$ cat src/ebi_pkg.sv
// Package for the external bus interface: constants, types and states.
package ebi_pkg;

	// ****************************************
	// Widths and timing
	// ****************************************
	localparam int ADDR_W = 24;
	localparam int DATA_W = 16;
	localparam int LOW_ADDR_W = 4;
	localparam int CNT_W = 4;
	localparam logic [3:0] CODE_CLKS_RST = 4'h2;
	localparam logic [3:0] RD_CLKS_RST = 4'h2;
	localparam logic [3:0] WR_CLKS_RST = 4'h2;
	localparam logic [3:0] ALE_CLKS = 4'h1;

	typedef enum logic [1:0] {
		EBI_CODE_READ,
		EBI_DATA_READ,
		EBI_DATA_WRITE
	} ebi_kind_type;

	typedef enum {
		EBI_IDLE,
		EBI_ALE,
		EBI_ACCESS
	} ebi_state_type;

	typedef struct packed {
		ebi_kind_type kind;
		logic [ADDR_W-1:0] addr;
		logic [DATA_W-1:0] wdata;
		logic [1:0] byte_en;
	} ebi_req_type;

	typedef struct packed {
		logic [CNT_W-1:0] code_clks;
		logic [CNT_W-1:0] rd_clks;
		logic [CNT_W-1:0] wr_clks;
	} ebi_timing_type;

endpackage : ebi_pkg
$ cat src/ebi_bus.sv
// External bus interface: strobe generation, address split, wait stretch.
// Behaviour
// RQ1: A bus clock is stretched as long as the wait input is held by the external party.
// RQ2: In 16-bit mode a separate high-byte write strobe marks writes to the upper byte.
// RQ3: The low four address bits sit on their own pins; only upper bits share the data lines. The code puts only bits 23:8 on them; bits 7:4 reach no pin.
// RQ4: Sequential code fetches inside one 16-byte block skip the address latch cycle.
// RQ5: Code read, data read and data write each have their own programmable clock count.
// RQ6: The external party latches upper address during the latch strobe, then uses lines as data.
`timescale 1ns/10ps
`default_nettype none

module ebi_bus
	import ebi_pkg::*;
(
	input wire logic clk_in,
	input wire logic reset_n_in,
	input wire logic clk_en_in,
	input wire logic bus16_in,
	input wire ebi_timing_type timing_in,
	input wire logic req_valid_in,
	output logic req_ready_out,
	input wire ebi_req_type req_in,
	output logic done_out,
	output logic [DATA_W-1:0] rdata_out,
	output logic [LOW_ADDR_W-1:0] addr_low_out,
	output logic [DATA_W-1:0] ad_out,
	output logic ad_oe_out,
	input wire logic [DATA_W-1:0] ad_in,
	output logic addr_latch_out,
	output logic code_fetch_strobe_n_out,
	output logic read_strobe_n_out,
	output logic write_strobe_n_out,
	output logic high_byte_write_strobe_n_out,
	input wire logic wait_in
);

	// ****************************************
	// Pin synchronisers
	// ****************************************
	logic wait_meta_r, wait_r;
	logic [DATA_W-1:0] ad_meta_r, ad_r;

	always_ff @(posedge clk_in or negedge reset_n_in) begin
		if (!reset_n_in) begin
			wait_meta_r <= 1'b0;
			wait_r <= 1'b0;
			ad_meta_r <= '0;
			ad_r <= '0;
		end else if (clk_en_in) begin
			wait_meta_r <= wait_in;
			wait_r <= wait_meta_r;
			ad_meta_r <= ad_in;
			ad_r <= ad_meta_r;
		end
	end

	// ****************************************
	// Sequencer
	// ****************************************
	ebi_state_type state_r;
	ebi_req_type cur_r;
	logic [CNT_W-1:0] cnt_r;
	logic [ADDR_W-LOW_ADDR_W-1:0] code_blk_r;
	logic code_blk_ok_r;
	logic skip_ale;
	logic [CNT_W-1:0] clks_sel;

	// Read data lags the pins by the two synchroniser clocks, so a read
	// count below three returns the previous word; slow parts set more clocks.

	// Same block check for code fetch
	assign skip_ale = code_blk_ok_r && req_in.kind == EBI_CODE_READ
		&& req_in.addr[ADDR_W-1:LOW_ADDR_W] == code_blk_r;

	always_comb begin
		unique case (req_in.kind)
			EBI_CODE_READ: clks_sel = timing_in.code_clks;
			EBI_DATA_READ: clks_sel = timing_in.rd_clks;
			default: clks_sel = timing_in.wr_clks;
		endcase
	end

	assign req_ready_out = state_r == EBI_IDLE;

	always_ff @(posedge clk_in or negedge reset_n_in) begin
		if (!reset_n_in) begin
			state_r <= EBI_IDLE;
			cur_r <= '0;
			cnt_r <= '0;
			done_out <= 1'b0;
		end else if (clk_en_in) begin
			done_out <= 1'b0;
			unique case (state_r)
				EBI_IDLE: begin
					if (req_valid_in) begin
						cur_r <= req_in;
						// RQ5 per-kind clock count
						cnt_r <= (clks_sel == '0) ? 4'h1 : clks_sel;
						// RQ4 sequential fetch skips latch
						if (skip_ale) begin
							state_r <= EBI_ACCESS;
						end else begin
							state_r <= EBI_ALE;
						end
					end
				end
				EBI_ALE: begin
					state_r <= EBI_ACCESS;
				end
				EBI_ACCESS: begin
					// RQ1 wait stretches the clock
					if (wait_r) begin
						cnt_r <= cnt_r;
					end else if (cnt_r == 4'h1) begin
						state_r <= EBI_IDLE;
						done_out <= 1'b1;
					end else begin
						cnt_r <= cnt_r - 4'h1;
					end
				end
			endcase
		end
	end

	// Code block tracker; any data cycle relatches the shared lines
	always_ff @(posedge clk_in or negedge reset_n_in) begin
		if (!reset_n_in) begin
			code_blk_r <= '0;
			code_blk_ok_r <= 1'b0;
		end else if (clk_en_in && state_r == EBI_IDLE && req_valid_in) begin
			code_blk_r <= req_in.addr[ADDR_W-1:LOW_ADDR_W];
			code_blk_ok_r <= req_in.kind == EBI_CODE_READ;
		end
	end

	always_ff @(posedge clk_in or negedge reset_n_in) begin
		if (!reset_n_in) begin
			rdata_out <= '0;
		end else if (clk_en_in && state_r == EBI_ACCESS && !wait_r && cnt_r == 4'h1
			&& cur_r.kind != EBI_DATA_WRITE) begin
			rdata_out <= ad_r;
		end
	end

	// ****************************************
	// Pin drive
	// ****************************************
	logic in_acc, is_wr;
	assign in_acc = state_r == EBI_ACCESS;
	assign is_wr = cur_r.kind == EBI_DATA_WRITE;

	// RQ3 dedicated low address pins
	assign addr_low_out = cur_r.addr[LOW_ADDR_W-1:0];
	// RQ6 upper address during latch, data after
	assign ad_out = (state_r == EBI_ALE) ?
		cur_r.addr[ADDR_W-1:ADDR_W-DATA_W] : cur_r.wdata;
	assign ad_oe_out = state_r == EBI_ALE || (in_acc && is_wr);
	assign addr_latch_out = state_r == EBI_ALE;
	assign code_fetch_strobe_n_out = !(in_acc && cur_r.kind == EBI_CODE_READ);
	assign read_strobe_n_out = !(in_acc && cur_r.kind == EBI_DATA_READ);
	assign write_strobe_n_out = !(in_acc && is_wr && (cur_r.byte_en[0] || !bus16_in));
	// RQ2 high byte strobe in 16-bit mode
	assign high_byte_write_strobe_n_out = !(in_acc && is_wr && bus16_in && cur_r.byte_en[1]);
endmodule : ebi_bus

`default_nettype wire

$ cat config.mk
export PLATFORM = sky130hd
export DESIGN_NAME = ebi_bus
export DESIGN_NICKNAME = d
export VERILOG_FILES = /design/src/ebi_pkg.sv /design/src/ebi_bus.sv
export SDC_FILE = /design/constraint.sdc
export NUM_CORES = 1
export LEC_CHECK = 0
export BUFFER_PORTS_ARGS = -buffer_cell sky130_fd_sc_hd__buf_2
export CORE_MARGIN = 3
export CORE_UTILIZATION = 48
export DETAILED_ROUTE_END_ITERATION = 16
export GPL_TIMING_DRIVEN = 0
export PLACE_DENSITY_LB_ADDON = 0.3
export SLEW_MARGIN = 20
export SYNTH_ARGS = -nofsm -noshare
export SYNTH_HDL_FRONTEND = slang
export SYNTH_SLANG_ARGS = --single-unit
export TNS_END_PERCENT = 50
$ cat constraint.sdc
create_clock -name clk_in -period 1.7 [get_ports clk_in]
set_input_delay 0.34 -clock clk_in [delete_from_list [all_inputs] [get_ports clk_in]]
set_output_delay 0.34 -clock clk_in [all_outputs]
set_load 0.1 [all_outputs]
Word level (Yosys, flattened, before mapping). Index checks and enable logic that the tools add are counted.

Bits in registers: 152. Latch bits: 0. Memory bits (writable): 0. Memory bits (read-only): 0. Input port bits: 78. Output and inout bits: 44. Memories kept: 0.

Add/subtract/negate cells: 1. Multipliers: 0. Divide/modulo/power cells: 0. Magnitude comparators: 0. Equality and inequality tests: 14. Shift-type cells: 0. Muxes and demuxes: 15. Bitwise operators: 0. Reduce and logical (&&, ||, !) cells: 31.

Operator list (count): $mux W32 (3); $pmux W32 S3 (1); $eq A32 B2 Y1 const B (2); $logic_not A32 Y1 (2); $eq A32 B1 Y1 const B (1); $eq A32 B3 Y1 const B (1); $eq A20 B20 Y1 (1); $mux W16 (1); $mux W4 (4); $pmux W4 S2 (2); $logic_and A1 B1 Y1 (14); $ne A2 B2 Y1 const B (5); $logic_not A1 Y1 (6); $reduce_and A5 Y1 (1); $eq A2 B1 Y1 const B (2); $eq A4 B1 Y1 const B (1); $logic_not A2 Y1 (2); $logic_not A4 Y1 (1); $reduce_and A4 Y1 (1); $sub A4 B1 Y4 const B (1); $mux W1 (3); $reduce_and A3 Y1 (1); $eq A2 B2 Y1 const B (1); $logic_or A1 B1 Y1 (2); 2 further kinds (2).

Logic depth before layout (Yosys ltp).
Depth after elaboration: 6. Mapped depth: 8. Gate-level depth less buffers: 7.

Worst setup path after synthesis. No wires, ideal clock.

Path type: input -> output. From: input port bus16_in. To: output port write_strobe_n_out. Arrival: 2.473 ns. Required time: 1.360 ns. Setup slack: -1.113 ns. Stages: 2. Path through: inv_1 o21ai_0.

Word-level cells in the longest chain between the ends: 4.

Ends and longest elaborated chain: from (decl) (line ebi_bus.sv:18) `input wire logic bus16_in,`; $logic_not A1 Y1 (line ebi_bus.sv:161) `assign write_strobe_n_out = !(in_acc && is_wr && (cur_r.byte_en[0] || !bus16_in));`; $logic_or A1 B1 Y1 (line ebi_bus.sv:161); $logic_and A1 B1 Y1 (line ebi_bus.sv:161); $logic_not A1 Y1 (line ebi_bus.sv:161); to (decl) (line ebi_bus.sv:32) `output logic write_strobe_n_out,`.

No other way between the ends.

Worst setup path in the final report.
From: register state_r[0]. To: output port ad_out[11].

Word-level cells in the longest chain between the ends: 2.

Ends and longest elaborated chain: from (decl) (line ebi_bus.sv:60) `ebi_state_type state_r;`; from (signal assigned) (line ebi_bus.sv:87) `state_r <= EBI_IDLE;`; from (signal assigned) (line ebi_bus.sv:101) `state_r <= EBI_ACCESS;`; from (signal assigned) (line ebi_bus.sv:103) `state_r <= EBI_ALE;`; $eq A32 B2 Y1 (line ebi_bus.sv:155) `assign ad_out = (state_r == EBI_ALE) ?`; $mux W16 (line ebi_bus.sv:155); to (decl) (line ebi_bus.sv:26) `output logic [DATA_W-1:0] ad_out,`.

No other way between the ends.

==> impl_metrics.env <==
export IMPL_finalMaxSlewViolations=0
export IMPL_status="complete, but fails checks"
export IMPL_antenna_found_initial=0
export IMPL_worst_pin_slew_ns=0.5297
export IMPL_cts_sinks=118
export IMPL_synth_edf_count=0
export IMPL_setup_ws_ns=-0.6539
export IMPL_die_w_um=109.9
export IMPL_critPathLaunch="state_r[0]"
export IMPL_r2r_end="cnt_r[0]"
export IMPL_cts_buffer_depth=2
export IMPL_gp_congestion=0.8156
export IMPL_worstPathRequired_ns=1.36
export IMPL_antenna_cells=0
export IMPL_fmax_ghz=0.4248
export IMPL_cts_buffers=17
export IMPL_root_buffer="clkbuf_8"
export IMPL_htreeDepth=4
export IMPL_fin_tns_setup_ns=-13.99
export IMPL_max_vdd_ir_drop_mv=1.793
export IMPL_clk_pin_slew_ns=0.06
export IMPL_layout_nets=736
export IMPL_met1_usage_pct=26.76
export IMPL_grt_pass1_wl_um=21380
export IMPL_rsz0062_at_grt="true"
export IMPL_r2r_start="state_r[0]"
export IMPL_yosys_area_share_xor_xnor_pct=3.383
export IMPL_power_density_nw_per_um2=2183
export IMPL_crit_path_start_kind="flop"
export IMPL_synthAdderAreaFrac_pct=1.208
export IMPL_initial_utilization_pct=49.71
export IMPL_coreArea_um2=10420
export IMPL_syn_nets=553
export IMPL_endpoint="ad_out[11]"
export IMPL_syn_to_final_growth_pct=50.12
export IMPL_period_needed_ns=2.354
export IMPL_overflow=0
export IMPL_synth_commonest_cells="nand2_1, dfrtp_1, mux2_2"
export IMPL_p_leak_nw=3.941
export IMPL_ys_seq_elements=118
export IMPL_ys_warnings_count=0
export IMPL_dp_slack_ns=-0.6456
export IMPL_syn_area_um2=5177
export IMPL_use_met2_pct=41.64
export IMPL_hold_path_class="in2reg"
export IMPL_grt_pass1_vias=4308
export IMPL_reg2reg_depth=10
export IMPL_viasPerCell=5.216
export IMPL_synth_compound_area_share_pct=3.021
export IMPL_slew_headroom_pct=64.68
export IMPL_cp_end_kind="output port"
export IMPL_grt_util_met3_pct=7.692
export IMPL_post_route_drc_count=0
export IMPL_yosys_cell_count_top_type="nand2_1"
export IMPL_max_cap_viol_count=0
export IMPL_drive_gt1_share_pct=47.07
export IMPL_synth_top_area_share_pct=57.03
export IMPL_die_y_um=109.9
export IMPL_pin_count=122
export IMPL_io_buffers=120
export IMPL_insertion_delay_ns=0.52
export IMPL_hpwlAfterDp_um=8638
export IMPL_cts_tree="done"
export IMPL_synth_mux_area_share_pct=16.26
export IMPL_syn_avg_cell_area_um2=11.02
export IMPL_r2r_slack_ns=-0.13
export IMPL_setup_viol=44
export IMPL_holdWs_ns=0.01672
export IMPL_grt_total_usage_pct=23.71
export IMPL_yosys_top_cells_area="dfrtp_1, mux2_2, nand2_1, mux2_4, xnor2_1"
export IMPL_num_rows=37
export IMPL_cp_arrival_ns=2.01
export IMPL_stdcell_count=801
export IMPL_grt_start_max_net_pins=65
export IMPL_hold_violations=0
export IMPL_finClkSkew_ns=0.006673
export IMPL_vias=4178
export IMPL_finalCritPeriodShare_pct=138.5
export IMPL_wire_per_inst_um=17.97
export IMPL_initialDrtViolationCount=240
export IMPL_routed_wl_um=14390
export IMPL_crit_fanout=6
export IMPL_synth_simple_area_share_pct=15.90
export IMPL_violations="negative setup slack"
export IMPL_yosysSeqAreaShare_pct=57.03
export IMPL_p_total_mw=16.97
export IMPL_yosysUniqueCellTypes=38
export IMPL_ant_nets=0
export IMPL_min_from="req_in[19]"
export IMPL_synth_ff_type="dfrtp_1"
export IMPL_dieArea_um2=12070
export IMPL_crit_type="reg2out"
export IMPL_synth_top_family_by_area="multiplexers"
export IMPL_dr_pass1_iters=4
export IMPL_async_flop_share_pct=100.0
export IMPL_syn_inst=470
export IMPL_numPlacedInstances=727
export IMPL_netlist_top_cell_by_area="dfrtp_1"
export IMPL_top_usage_layer="met2"
-- cell families after synthesis --
family | count (synthesis)
flip-flops | 118
AO/OA/AOI/OAI | 19
multiplexers | 72
AND/OR/NAND/NOR | 201
buffers and inverters | 35
XOR/XNOR | 20
adder cells (fa/ha/maj) | 5
-- stage by stage --
stage / instance area [um^2] / util (%)
2_1_floorplan: 5308 / -
3_3_place_gp: 6078 / 58.35
3_5_place_dp: 6112 / 58.68
4_1_cts: 7426 / 71.29
5_1_grt: 7772 / 74.62
6_report: 7772 / 74.62
-- flip-flops by register name (all words and copies together), names as in the netlist --
signal and cells:
done_out 1, state_r 2, code_blk_r 20, ad_r 16, cur_r 36, wait_r 1
ad_meta_r 16, wait_meta_r 1, code_blk_ok_r 1, addr_low_out 4, cnt_r 4, rdata_out 16
-- metal layers --
| layer | wire (um) | vias up |
|---|---|---|
| li1 | - | 1925 |
| met1 | 5597 | 2120 |
| met2 | 7645 | 111 |
| met3 | 890 | 22 |
| met4 | 259 | 0 |
| met5 | 0 | - |
-- report_power, final --
part	internal (mW)	leakage (nW)	total (mW)	switching (mW)
Sequential	3.75	1.46	4.45	0.697
Combinational	3.69	2.20	8.98	5.29
Clock	2.25	0.278	3.53	1.28
-- critical path: stages (launching register included) --
cell,delay (ns)
dfrtp_1,0.40
buf_6,0.13
ha_4,0.16
clkbuf_16,0.16
clkbuf_16,0.16
mux2_4,0.32
buf_12,0.17
-- timing repair --
item	4_1_cts	5_1_grt
cloned	2	3
gates resized for setup	133	66
pin swaps	9	11
setup endpoints to repair	73	105
setup buffers	20	21
endpoints found under the hold margin	56	0
hold buffers	3	0
-- cells in the final DEF (no fill, tap or decap), types with 14 or more instances in the layout --
master / n
buf_4: 37
clkbuf_16: 20
mux2_4: 26
xnor2_1: 16
buf_12: 28
buf_2: 95
dfrtp_1: 117
mux2_2: 41
nand2_1: 168
buf_6: 14
-- area by class of cell --
class / instances / area, um^2
Sequential cell: 118 / 2954
Fill cell: 671 / 2644
Multi-Input combinational cell: 317 / 2313
Timing Repair Buffer: 165 / 1463
Clock buffer: 18 / 427.9
Buffer: 24 / 236.5
Tap cell: 136 / 170.2
Clock inverter: 13 / 157.7
Inverter: 10 / 50.05
-- how the worst min path moves through the flow --
stage                           end  slack, ns  depth (start not counted)
floorplan              ad_meta_r[0]       0.04                          0
global placement          cur_r[41]       0.45                          2
detailed placement    code_blk_r[2]       0.33                          1
CTS                 addr_low_out[1]     0.0004                          3
global route              cur_r[10]      0.009                          3
finish              addr_low_out[1]       0.02                          3
Power figures use the tool's default switching activity.
